$ cat src/design/obs_regs.svh
// Register offsets, field positions, reset values and command codes of the option and boot block.
// Notes on behaviour
// RQ1: Option bytes load once, never rewritable.
// RQ2: Lock bit low refuses flash reads.
// RQ3: Inhibit low: external table reads stay external.
// RQ4: Data flash lock bit is active low.
// RQ5: Port 3 straps low boot loader flash.
// RQ6: Port 4 strap low boots loader flash.
// RQ7: Programmer sets crystal bit above 24MHz.
// RQ8: Option B bit 0 enables odd PWM.
// RQ9: Option B bit 1 enables even PWM.
// RQ10: Option B bit 2 sets odd start level.
// RQ11: Option B bit 3 sets even start level.
// RQ12: Option B bit 6 enables channel 6.
// RQ13: Option B bit 7 enables channel 7.
// RQ14: Mode 03h at idle boots loader.
// RQ15: Writing 83h reboots into application flash.
// RQ16: Mode 01h at idle updates, keeps running.
// RQ17: Target register picks bank; valid mode starts.
`ifndef OBS_REGS_SVH
`define OBS_REGS_SVH
`define OBS_ADDR_FMC 8'h00
`define OBS_ADDR_FTS 8'h01
`define OBS_ADDR_STAT 8'h02
`define OBS_ADDR_OPTA 8'h03
`define OBS_ADDR_OPTB 8'h04
`define OBS_A_LOCK 0
`define OBS_A_TBL 1
`define OBS_A_DFL 2
`define OBS_A_P3RB 4
`define OBS_A_P4RB 5
`define OBS_A_XTAL 7
`define OBS_B_ODD_EN 0
`define OBS_B_EVEN_EN 1
`define OBS_B_ODD_POL 2
`define OBS_B_EVEN_POL 3
`define OBS_B_CH6_EN 6
`define OBS_B_CH7_EN 7
`define OBS_OPT_RST 8'hFF
`define OBS_REG_RST 8'h00
`define OBS_FMC_APP_UPD 8'h01
`define OBS_FMC_LDR_BOOT 8'h03
`define OBS_FMC_SW_REBOOT 8'h83
`endif

$ cat src/design/obs_pkg.sv
// Types shared by the option and boot block.
`default_nettype none
package obs_pkg;
	// Where the CPU executes from; load is the window in which the option bytes are caught.
	typedef enum logic [1:0] {OBS_LOAD, OBS_RUN_APP, OBS_RUN_LDR} obs_state_t;
endpackage
`default_nettype wire

$ cat src/design/obs_top.sv
// Option byte loader, access guard, boot select and flash update control.
`timescale 1ns/1ps
`default_nettype none
`include "obs_regs.svh"
module obs_top (
	// Clock, synchronous active-low reset and clock enable.
	input wire logic CORE_CLK,
	input wire logic NRST,
	input wire logic CE,
	// Non-volatile option bytes as presented by the flash at power-up.
	input wire logic [7:0] OPT_A_IN,
	input wire logic [7:0] OPT_B_IN,
	// Reset pin level and strap pins seen while the bytes are caught.
	input wire logic RST_PIN,
	input wire logic P3_STRAP6,
	input wire logic P3_STRAP7,
	input wire logic P4_STRAP3,
	// Register port.
	input wire logic [7:0] ADDR,
	input wire logic [7:0] WDATA,
	input wire logic WR,
	input wire logic RD,
	output logic [7:0] RDATA,
	// CPU idle entry, one-cycle pulse.
	input wire logic IDLE_ENTER,
	// Boot and flash update control.
	output logic EXEC_LOADER,
	output logic CPU_RESET,
	output logic FLASH_START,
	output logic [7:0] FLASH_TARGET,
	// Code table reads issued by the CPU.
	input wire logic TBL_RD,
	input wire logic TBL_FROM_EXT,
	input wire logic TBL_TO_INT,
	output logic TBL_INT_GRANT,
	output logic TBL_EXT_GRANT,
	output logic TBL_DENY,
	// Reads from the external programmer.
	input wire logic PROG_RD,
	output logic PROG_GRANT,
	output logic PROG_DENY,
	// Fixed settings.
	output logic OPT_VALID,
	output logic DFLASH_LOCKED,
	output logic XTAL_HIGH,
	// PWM generator and pins.
	input wire logic PWM_RUN,
	input wire logic [7:0] PWM_IN,
	output logic [7:0] PWM_OUT,
	output logic [7:0] PWM_OE_N
);
	// Captured option bytes; nothing but the load step writes them.
	logic [7:0] opt_a;
	logic [7:0] opt_b;
	// High once the bytes are caught.
	logic loaded;
	// Boot state and its next value.
	obs_pkg::obs_state_t state;
	obs_pkg::obs_state_t next_state;
	// Software registers.
	logic [7:0] flash_mode_control;
	logic [7:0] flash_target_select;
	// Decoded events.
	logic hw_reboot;
	logic software_reboot;
	logic idle_boot;
	logic flash_go;
	logic tbl_block;
	logic [7:0] next_rdata;

	// Catch both bytes once after reset release; there is no other write path.
	always_ff @(posedge CORE_CLK) begin
		if (!NRST) begin
			opt_a <= `OBS_OPT_RST;
			opt_b <= `OBS_OPT_RST;
			loaded <= 1'b0;
		end else if (CE && !loaded) begin
			opt_a <= OPT_A_IN; // RQ1
			opt_b <= OPT_B_IN; // RQ1
			loaded <= 1'b1;
		end
	end

	// Straps are judged against the byte being caught, in the same cycle.
	assign hw_reboot = RST_PIN &&
		((!OPT_A_IN[`OBS_A_P3RB] && !P3_STRAP6 && !P3_STRAP7) || // RQ5
		(!OPT_A_IN[`OBS_A_P4RB] && !P4_STRAP3)); // RQ6

	// The reboot command acts as the write lands; it never needs to be stored.
	assign software_reboot = WR && ADDR == `OBS_ADDR_FMC && WDATA == `OBS_FMC_SW_REBOOT && state != obs_pkg::OBS_LOAD; // RQ15
	assign idle_boot = IDLE_ENTER && state == obs_pkg::OBS_RUN_APP && flash_mode_control == `OBS_FMC_LDR_BOOT; // RQ14

	// An update starts only for a valid mode: 01h anywhere, 03h once in the loader.
	assign flash_go = IDLE_ENTER && state != obs_pkg::OBS_LOAD && // RQ17
		(flash_mode_control == `OBS_FMC_APP_UPD || // RQ16
		(flash_mode_control == `OBS_FMC_LDR_BOOT && state == obs_pkg::OBS_RUN_LDR));

	// Next boot state.
	always_comb begin
		next_state = state;
		case (state)
			obs_pkg::OBS_LOAD: begin
				next_state = hw_reboot ? obs_pkg::OBS_RUN_LDR : obs_pkg::OBS_RUN_APP; // RQ5 RQ6
			end
			obs_pkg::OBS_RUN_APP: begin
				if (idle_boot) begin
					next_state = obs_pkg::OBS_RUN_LDR; // RQ14
				end
			end
			obs_pkg::OBS_RUN_LDR: begin
				if (software_reboot) begin
					next_state = obs_pkg::OBS_RUN_APP; // RQ15
				end
			end
			default: begin
				next_state = obs_pkg::OBS_LOAD;
			end
		endcase
	end

	// Boot state, execution source and the restart pulse.
	always_ff @(posedge CORE_CLK) begin
		if (!NRST) begin
			state <= obs_pkg::OBS_LOAD;
			EXEC_LOADER <= 1'b0;
			CPU_RESET <= 1'b0;
		end else if (CE) begin
			state <= next_state;
			EXEC_LOADER <= next_state == obs_pkg::OBS_RUN_LDR;
			CPU_RESET <= idle_boot || software_reboot; // RQ14 RQ15
		end
	end

	// Mode register; a restart clears it since the CPU comes back from reset.
	always_ff @(posedge CORE_CLK) begin
		if (!NRST) begin
			flash_mode_control <= `OBS_REG_RST;
		end else if (CE) begin
			if (idle_boot || software_reboot) begin
				flash_mode_control <= `OBS_REG_RST;
			end else if (WR && ADDR == `OBS_ADDR_FMC) begin
				flash_mode_control <= WDATA;
			end
		end
	end

	// Target register and the update start toward the flash controller.
	always_ff @(posedge CORE_CLK) begin
		if (!NRST) begin
			flash_target_select <= `OBS_REG_RST;
			FLASH_START <= 1'b0;
			FLASH_TARGET <= `OBS_REG_RST;
		end else if (CE) begin
			if (WR && ADDR == `OBS_ADDR_FTS) begin
				flash_target_select <= WDATA;
			end
			FLASH_START <= flash_go; // RQ16 RQ17
			if (flash_go) begin
				FLASH_TARGET <= flash_target_select; // RQ17
			end
		end
	end

	// Read mux; the option copies read as zero while the lock is on.
	always_comb begin
		next_rdata = 8'h00;
		if (RD) begin
			case (ADDR)
				`OBS_ADDR_FMC: next_rdata = flash_mode_control;
				`OBS_ADDR_FTS: next_rdata = flash_target_select;
				`OBS_ADDR_STAT: next_rdata = {4'h0, !opt_a[`OBS_A_LOCK], DFLASH_LOCKED, EXEC_LOADER, loaded};
				`OBS_ADDR_OPTA: next_rdata = opt_a[`OBS_A_LOCK] ? opt_a : 8'h00; // RQ2
				`OBS_ADDR_OPTB: next_rdata = opt_a[`OBS_A_LOCK] ? opt_b : 8'h00; // RQ2
				default: next_rdata = 8'h00;
			endcase
		end
	end

	// Read data stands only in the cycle after the strobe.
	always_ff @(posedge CORE_CLK) begin
		if (!NRST) begin
			RDATA <= 8'h00;
		end else if (CE) begin
			RDATA <= next_rdata;
		end
	end

	// External code reaching internal flash is blocked when table reads are inhibited.
	assign tbl_block = TBL_FROM_EXT && TBL_TO_INT && !opt_a[`OBS_A_TBL]; // RQ3

	// Access answers, one cycle after the request; all refused before the bytes are caught.
	always_ff @(posedge CORE_CLK) begin
		if (!NRST) begin
			TBL_INT_GRANT <= 1'b0;
			TBL_EXT_GRANT <= 1'b0;
			TBL_DENY <= 1'b0;
			PROG_GRANT <= 1'b0;
			PROG_DENY <= 1'b0;
		end else if (CE) begin
			TBL_INT_GRANT <= TBL_RD && loaded && TBL_TO_INT && !tbl_block; // RQ3
			TBL_EXT_GRANT <= TBL_RD && loaded && !TBL_TO_INT;
			TBL_DENY <= TBL_RD && (!loaded || tbl_block); // RQ3
			PROG_GRANT <= PROG_RD && loaded && opt_a[`OBS_A_LOCK]; // RQ2
			PROG_DENY <= PROG_RD && (!loaded || !opt_a[`OBS_A_LOCK]); // RQ2
		end
	end

	// Fixed settings; data flash counts as locked until the byte is known.
	always_ff @(posedge CORE_CLK) begin
		if (!NRST) begin
			OPT_VALID <= 1'b0;
			DFLASH_LOCKED <= 1'b1;
			XTAL_HIGH <= 1'b0;
		end else if (CE) begin
			OPT_VALID <= loaded;
			DFLASH_LOCKED <= !loaded || !opt_a[`OBS_A_DFL]; // RQ4
			XTAL_HIGH <= loaded && opt_a[`OBS_A_XTAL]; // RQ7
		end
	end

	// PWM pins driven from the second option byte.
	obs_pwm_gate #(
		.CH(8)
	) u_pwm (
		.clk(CORE_CLK),
		.nrst(NRST),
		.ce(CE),
		.cpu_reset(CPU_RESET),
		.loaded(loaded),
		.opt_b(opt_b),
		.run(PWM_RUN),
		.pwm_in(PWM_IN),
		.pwm_out(PWM_OUT),
		.pwm_oe_n(PWM_OE_N)
	);
endmodule // obs_top
`default_nettype wire

$ cat src/design/obs_pwm_gate.sv
// PWM pin gating and start levels taken from the second option byte.
`timescale 1ns/1ps
`default_nettype none
`include "obs_regs.svh"
module obs_pwm_gate #(
	parameter int CH = 8
) (
	// Clock, reset and enable.
	input wire logic clk,
	input wire logic nrst,
	input wire logic ce,
	// Restart of the CPU, which brings back the start levels.
	input wire logic cpu_reset,
	// Option byte state.
	input wire logic loaded,
	input wire logic [7:0] opt_b,
	// Generator side.
	input wire logic run,
	input wire logic [CH-1:0] pwm_in,
	// Pin side; enable low while the pin is driven.
	output logic [CH-1:0] pwm_out,
	output logic [CH-1:0] pwm_oe_n
);
	// Set once the generator runs; until then pins show the start level.
	logic started;

	// The start flag is cleared by every CPU restart so the start level returns.
	always_ff @(posedge clk) begin
		if (!nrst) begin
			started <= 1'b0;
		end else if (ce) begin
			if (cpu_reset) begin
				started <= 1'b0;
			end else if (run) begin
				started <= 1'b1;
			end
		end
	end

	// One copy of the pin logic per channel.
	for (genvar i = 0; i < CH; i++) begin : g_ch
		// Channels 6 and 7 have their own enables; the rest share by parity.
		logic en_n;
		logic init;
		assign en_n = (i == 6) ? opt_b[`OBS_B_CH6_EN] : // RQ12
			(i == 7) ? opt_b[`OBS_B_CH7_EN] : // RQ13
			(i % 2 == 1) ? opt_b[`OBS_B_ODD_EN] : opt_b[`OBS_B_EVEN_EN]; // RQ8 RQ9
		assign init = (i % 2 == 1) ? opt_b[`OBS_B_ODD_POL] : opt_b[`OBS_B_EVEN_POL]; // RQ10 RQ11

		// Pins stay undriven until the option byte has been caught.
		always_ff @(posedge clk) begin
			if (!nrst) begin
				pwm_out[i] <= 1'b0;
				pwm_oe_n[i] <= 1'b1;
			end else if (ce) begin
				pwm_out[i] <= (started && !cpu_reset) ? pwm_in[i] : init; // RQ10 RQ11
				pwm_oe_n[i] <= !loaded || en_n; // RQ8 RQ9 RQ12 RQ13
			end
		end
	end
endmodule // obs_pwm_gate
`default_nettype wire

$ cat config.mk
export PLATFORM = sky130hd
export DESIGN_NAME = obs_top
export DESIGN_NICKNAME = d
export VERILOG_FILES = /design/src/design/obs_pkg.sv /design/src/design/obs_top.sv /design/src/design/obs_pwm_gate.sv
export VERILOG_INCLUDE_DIRS = /design/src /design/src/design
export SDC_FILE = /design/constraint.sdc
export NUM_CORES = 1
export LEC_CHECK = 0
export BUFFER_PORTS_ARGS = -buffer_cell sky130_fd_sc_hd__buf_2
export CAP_MARGIN = 20
export CELL_PAD_IN_SITES_DETAIL_PLACEMENT = 1
export CELL_PAD_IN_SITES_GLOBAL_PLACEMENT = 2
export CORE_MARGIN = 1
export CORE_UTILIZATION = 30
export CTS_CLUSTER_SIZE = 8
export DETAILED_ROUTE_END_ITERATION = 16
export PLACE_DENSITY_LB_ADDON = 0.1
export RECOVER_POWER = 100
export SYNTH_ARGS = -nofsm -noshare
export SYNTH_HDL_FRONTEND = slang
export SYNTH_SLANG_ARGS = --single-unit
$ cat constraint.sdc
create_clock -name CORE_CLK -period 2.4 [get_ports CORE_CLK]
set_clock_uncertainty 0.15 [all_clocks]
set_input_delay 0.12 -clock CORE_CLK [delete_from_list [all_inputs] [get_ports CORE_CLK]]
set_output_delay 0.12 -clock CORE_CLK [all_outputs]
set_load 0.03 [all_outputs]
Word level (Yosys, flattened, before mapping)
Index checks and enable logic that the tools add are counted.
Widths: inputs -> output; s select.
{ "word_totals": {"reg_bits": 75, "latch_bits": 0, "ram_bits": 0, "rom_bits": 0, "inputBits": 55, "out_inout_bits": 43, "word_cells": 119, "memories": 0} }
{ "op_classes": {"n_addsub": 0, "mul": 0, "div_mod_pow": 0, "magnitude_cmp": 0, "eq_ne": 10, "shift": 0, "n_mux": 20, "n_bitwise": 0, "n_reduce_logical": 57} }
{ "ops": {"columns": ["operator", "count"], "rows": [
  ["$mux 8", 5],
  ["$pmux 8 s5", 1],
  ["$logic_and 1x1->1", 26],
  ["$eq 8x2->1 const B", 3],
  ["$eq 8x1->1 const B", 2],
  ["$logic_not 1->1", 12],
  ["$logic_or 1x1->1", 10],
  ["$mux 1", 10],
  ["$eq 8x3->1 const B", 1],
  ["$eq 8x8->1 const B", 1],
  ["$logic_not 8->1", 1],
  ["$reduce_and 2->1", 4],
  ["$mux 2", 3],
  ["$pmux 2 s3", 1],
  ["$reduce_bool 2->1", 3],
  ["$eq 2x2->1 const B", 2],
  ["$eq 2x1->1 const B", 1],
  ["$logic_not 2->1", 1]
]} }

Logic depth before layout (Yosys ltp)
{ "logic_depth": {"depth_word": 8, "ltp_mapped": 6} }

By module
A second synthesis with hierarchy kept.
{ "hier_totals": {"cells_unflattened": 364, "area_unflattened_um2": 3306.9} }
{ "by_module_without_submodules": {"columns": ["mod", "instances", "cells_each", "area_per_inst_um2", "seq_area_each_um2"], "rows": [
  ["obs_top", 1, 318, 2808.9, 1241.2],
  ["obs_pwm_gate", 1, 46, 498.0, 260.2]
]} }

Worst setup path before layout
Ideal clock, no wire load.
{ "synth_path": {"kind": "reg-to-reg", "from": "reg flash_mode_control[5]", "to": "reg flash_mode_control[0]", "setup_ps": 117, "t_arrival_ps": 1784, "setup_slack_ps": 349, "path_stages_with_launch": 5, "path_buffers": 0, "period_less_slack_ps": 2051, "path_cell_list": "dfxtp_1 > or4b_2 > nor4_1 > a31oi_1 > a22o_1"} }
{ "synth_via": {"elab_chain_cells": 5} }
{ "synth_rtl": {"columns": ["item", "line", "text"], "rows": [
  ["from (decl)", "obs_top.sv:61", "logic [7:0] flash_mode_control;"],
  ["from (signal assigned)", "obs_top.sv:137", "flash_mode_control <= `OBS_REG_RST;"],
  ["from (signal assigned)", "obs_top.sv:140", "flash_mode_control <= `OBS_REG_RST;"],
  ["$eq 8x2->1 (no source line) (*)", null, null],
  ["$logic_and 1x1->1 (no source line) (*)", null, null],
  ["$logic_or 1x1->1 (*)", "obs_top.sv:139", "if (idle_boot || software_reboot) begin"],
  ["$reduce_bool 2->1 (no source line)", null, null],
  ["$reduce_and 2->1 (no source line)", null, null]
]} }
Mark *: on every way between the ends. The rest lies on a longest branch, timed or not.
A chain may end at the register's enable or synchronous reset.

Worst setup path after layout
{ "layout_path": {"from": "reg flash_mode_control[5]", "to": "reg flash_mode_control[2]"} }
Same word-level chain as after synthesis.

==> impl_metrics.yaml <==
run_status:
  run_status: "completed"
synth:
  avgSynthCellArea_sq_um: 8.872
  netlist_area_sq_um: 3238
  synth_cell_type_count: 50
  syn_nets: 420
  synth-seq-area-share_pct: 46.37
  post_synth_edffs: 0
  yosys_warnings: 0
  synth_seq_cells: 75
  synthCells: 365
  yosys_most_used_dff: "dfxtp_1"
  ys_async_sr_fraction_pct: 0
sta:
  drv_slew: 0
  timing_worst_slew_pin_value_ns: 1.413
  finalHoldWorstSlack_ns: 0.02827
  fin_tns_setup_ns: 0
  final-setup-viol-count: 0
  fin_crit_ns: 2.297
  layout_worst_path_cycle_share_pct: 95.71
  achievable-frequency_mhz: 435.4
  worst_slew_margin_relative_to_its_limit_pct: 5.826
  report.final.hold_viol_count: 0
  grt_setup_unrepaired: "false"
pwr:
  total_leakage_power_uw: 0.001775
  design_power_total_uw: 2810
  power_per_cell_area_nw_per_um2: 642.5
  proportion_of_total_power_due_to_net_switching_pct: 26.76
  netSwitchingPower_uw: 752.1
  power.clock.fraction_pct: 39.7
  pwr-share-seq_pct: 47.4
  ir_drop_mv: 0.2351
  internal_uw: 2058
  pwr-share-comb_pct: 12.9
cts:
  post_cts_resized: 0
  cts_max_level: 3
  cts_made_buffers: 9
  clock_tree.root_cell: "clkbuf_8"
  worst_setup_hold_path_clk_slew_ns: 0.09
  clock_sink_count: 75
  cts_buffer_depth: 2
  cts_tree: "built"
  clkLatencyLatePin_ns: 0.35
global_routing:
  initial_antenna_violation_count: 0
  globalRouteTotalUtil_pct: 18.74
  grt_overflow_total: 0
  first_global_vias: 3127
  maximum_number_of_pins_on_one_net_before_global_route_repair: 35
  grt_first_pass_wirelength_um: 16180
worst_setup_path:
  crit_path_max_incr_delay_ns: 0.70
  worst_setup_path_end_kind: "register"
  crit_path_cell_trace: "or4b_2, nor4_1, a31oi_1, a22o_1"
  cp-start-kind: "register"
  timing.critical_path.fanout_max: 8
  crit_family: "simple AND/OR/NAND/NOR gates"
  path_class: "register to register"
  critPathRequiredTime_ns: 2.49
  cp_data_arrival_time_ns: 2.39
  cp_num_buf_inv: 0
  slowest_stage_cell_on_the_critical_path: "or4b_2"
placement:
  buffer_ports.inserted: 97
  placed_cell_area_sq_um: 3822
  routabilityCongestion: 0.7914
  dp_hpwl_um: 7299
detailed_routing:
  final_antenna_net_count: 0
  remaining_design_rule_violation_count: 0
  routed_wl_um: 10070
  post_drt_wl_per_cell_um: 15.93
  length_of_the_first_detailed_routing_pass_in_iterations: 4
  number_of_vias_in_the_routed_layout: 3152
  vias_per_cell: 4.987
  detailedRoute.firstIterationViolations: 112
layout:
  layout.core_utilization_pct: 41.99
  net_count_final: 546
  post_route_cells_drive_above_1_share_pct: 17.54
  final_area_sq_um: 4374
  n_antenna_cell: 0
  synthToLayoutAreaGrowth_pct: 35.09
floorplanning:
  height_of_the_die_um: 105.9
  die_area_sq_um: 11210
  start_util_pct: 31.09
  dieWidth_um: 105.9
  floorplan.io_pins: 98
  core_sq_um: 10420
  num_rows: 37
min_path:
  min_path_type: "input port to register"
job:
  max_cap_viol_count: 0
==> timing repair <==
item,4_1_cts,5_1_grt
endpoints found under the hold margin,47,0
hold buffers,38,0
setup buffers,0,0
==> synth_stat cells, types with 3 or more instances <==
library cell	count	area, sq um
a21oi_1	25	125.1
nand2b_1	9	56.30
mux2i_1	21	210.2
inv_1	4	15.01
nand3_1	23	115.1
mux2_2	3	33.78
clkbuf_1	22	82.58
nand3b_1	3	22.52
dfxtp_1	75	1501
nor2b_1	7	43.79
nor4b_1	4	35.03
buf_4	4	30.03
a32o_1	3	30.03
a22o_1	12	105.1
nand2_1	50	187.7
o21ai_0	17	85.08
o22ai_1	4	25.02
nor3_1	3	15.01
nor2_1	26	97.59
a22oi_1	7	52.55
a2bb2oi_1	3	26.28
==> logic make-up (layout without fill, tap and decap cells) <==
| logic type | after synthesis | after routing | share of synthesized area [%] |
|---|---|---|---|
| AND/OR/NAND/NOR | 146 | 146 | 23.14 |
| AO/OA/AOI/OAI | 87 | 87 | 18.43 |
| flip-flops | 75 | 75 | 46.37 |
| buffers and inverters | 33 | 164 | 4.521 |
| multiplexers | 24 | 24 | 7.535 |
==> metrics by stage <==
| step | setup slack, ns | cells |
|---|---|---|
| 2_1_floorplan | 0.3495 | 365 |
| 3_3_place_gp | 0.1864 | 577 |
| 3_5_place_dp | 0.1166 | 577 |
| 4_1_cts | 0.1012 | 631 |
| 5_1_grt | 0.01156 | 632 |
| 6_report | 0.1030 | 632 |
==> worst paths after layout <==
check / start / endpoint / slack (ns) / cells past startpoint
worst max-delay path: flash_mode_control[5] / flash_mode_control[2] / 0.10 / 4
worst min-delay path: ADDR[3] / RDATA[7] / 0.03 / 4
worst max register to register: flash_mode_control[5] / flash_mode_control[2] / 0.10 / 4
worst min register to register: RDATA[0] / RDATA[0] / 0.31 / 2
==> layer usage <==
metal  vias to the layer above  routed length, um  GRT usage (%)
li1                       1570                  -              -
met3                        13                361          3.679
met4                         0                184          7.044
met1                      1503               4733          24.45
met5                         -                  0              0
met2                        66               4790          30.58
==> worst min-delay path, stage by stage <==
cell and delay (ns):
buf_2 0.15, nor4b_1 0.11, nand2_1 0.07, nand2_1 0.04
==> power groups by stage <==
stage / Clock [uW] / Combinational [uW] / Sequential, uW
2_1_floorplan: 0 / 170 / 1380
3_3_place_gp: 0 / 319 / 1360
3_5_place_dp: 0 / 325 / 1360
4_1_cts: 1150 / 373 / 1330
5_1_grt: 1210 / 403 / 1340
6_report: 1110 / 363 / 1330
==> sequential cells by signal, summed over array words and instances, names as in the netlist, 2 cells and up <==
| register | count |
|---|---|
| FLASH_TARGET | 8 |
| RDATA | 8 |
| flash_mode_control | 8 |
| flash_target_select | 8 |
| opt_a | 8 |
| opt_b | 8 |
| u_pwm.pwm_out | 8 |
| u_pwm.pwm_oe_n | 4 |
| state | 2 |
==> final cells by class <==
| class | count | area, sq um |
|---|---|---|
| clock buffers | 10 | 137.6 |
| clock inverters | 6 | 88.84 |
| fillers | 1266 | 6042 |
| inverters | 4 | 15.01 |
| multi-input cells | 257 | 1590 |
| flip-flops and latches | 75 | 1501 |
| well taps | 136 | 170.2 |
| repair buffers | 144 | 870.8 |
==> placed cells by master (no fill, tap or decap), types with 3 or more instances in the layout <==
master | netlist | routed
dlygate4sd3_1 | 0 | 38
mux2i_1 | 21 | 21
dfxtp_1 | 75 | 75
nor4b_1 | 4 | 4
mux2_2 | 3 | 3
buf_2 | 0 | 52
nor2_1 | 26 | 26
inv_1 | 4 | 4
a21oi_1 | 25 | 25
buf_4 | 4 | 7
o22ai_1 | 4 | 4
o21ai_0 | 17 | 17
a32o_1 | 3 | 3
nand3_1 | 23 | 23
nand2_1 | 50 | 50
clkbuf_1 | 22 | 46
a22o_1 | 12 | 12
a22oi_1 | 7 | 7
nor3_1 | 3 | 3
clkbuf_8 | 0 | 10
a2bb2oi_1 | 3 | 3
nand3b_1 | 3 | 3
nor2b_1 | 7 | 7
nand2b_1 | 9 | 9
No activity file was read; power rests on OpenSTA's default activity.
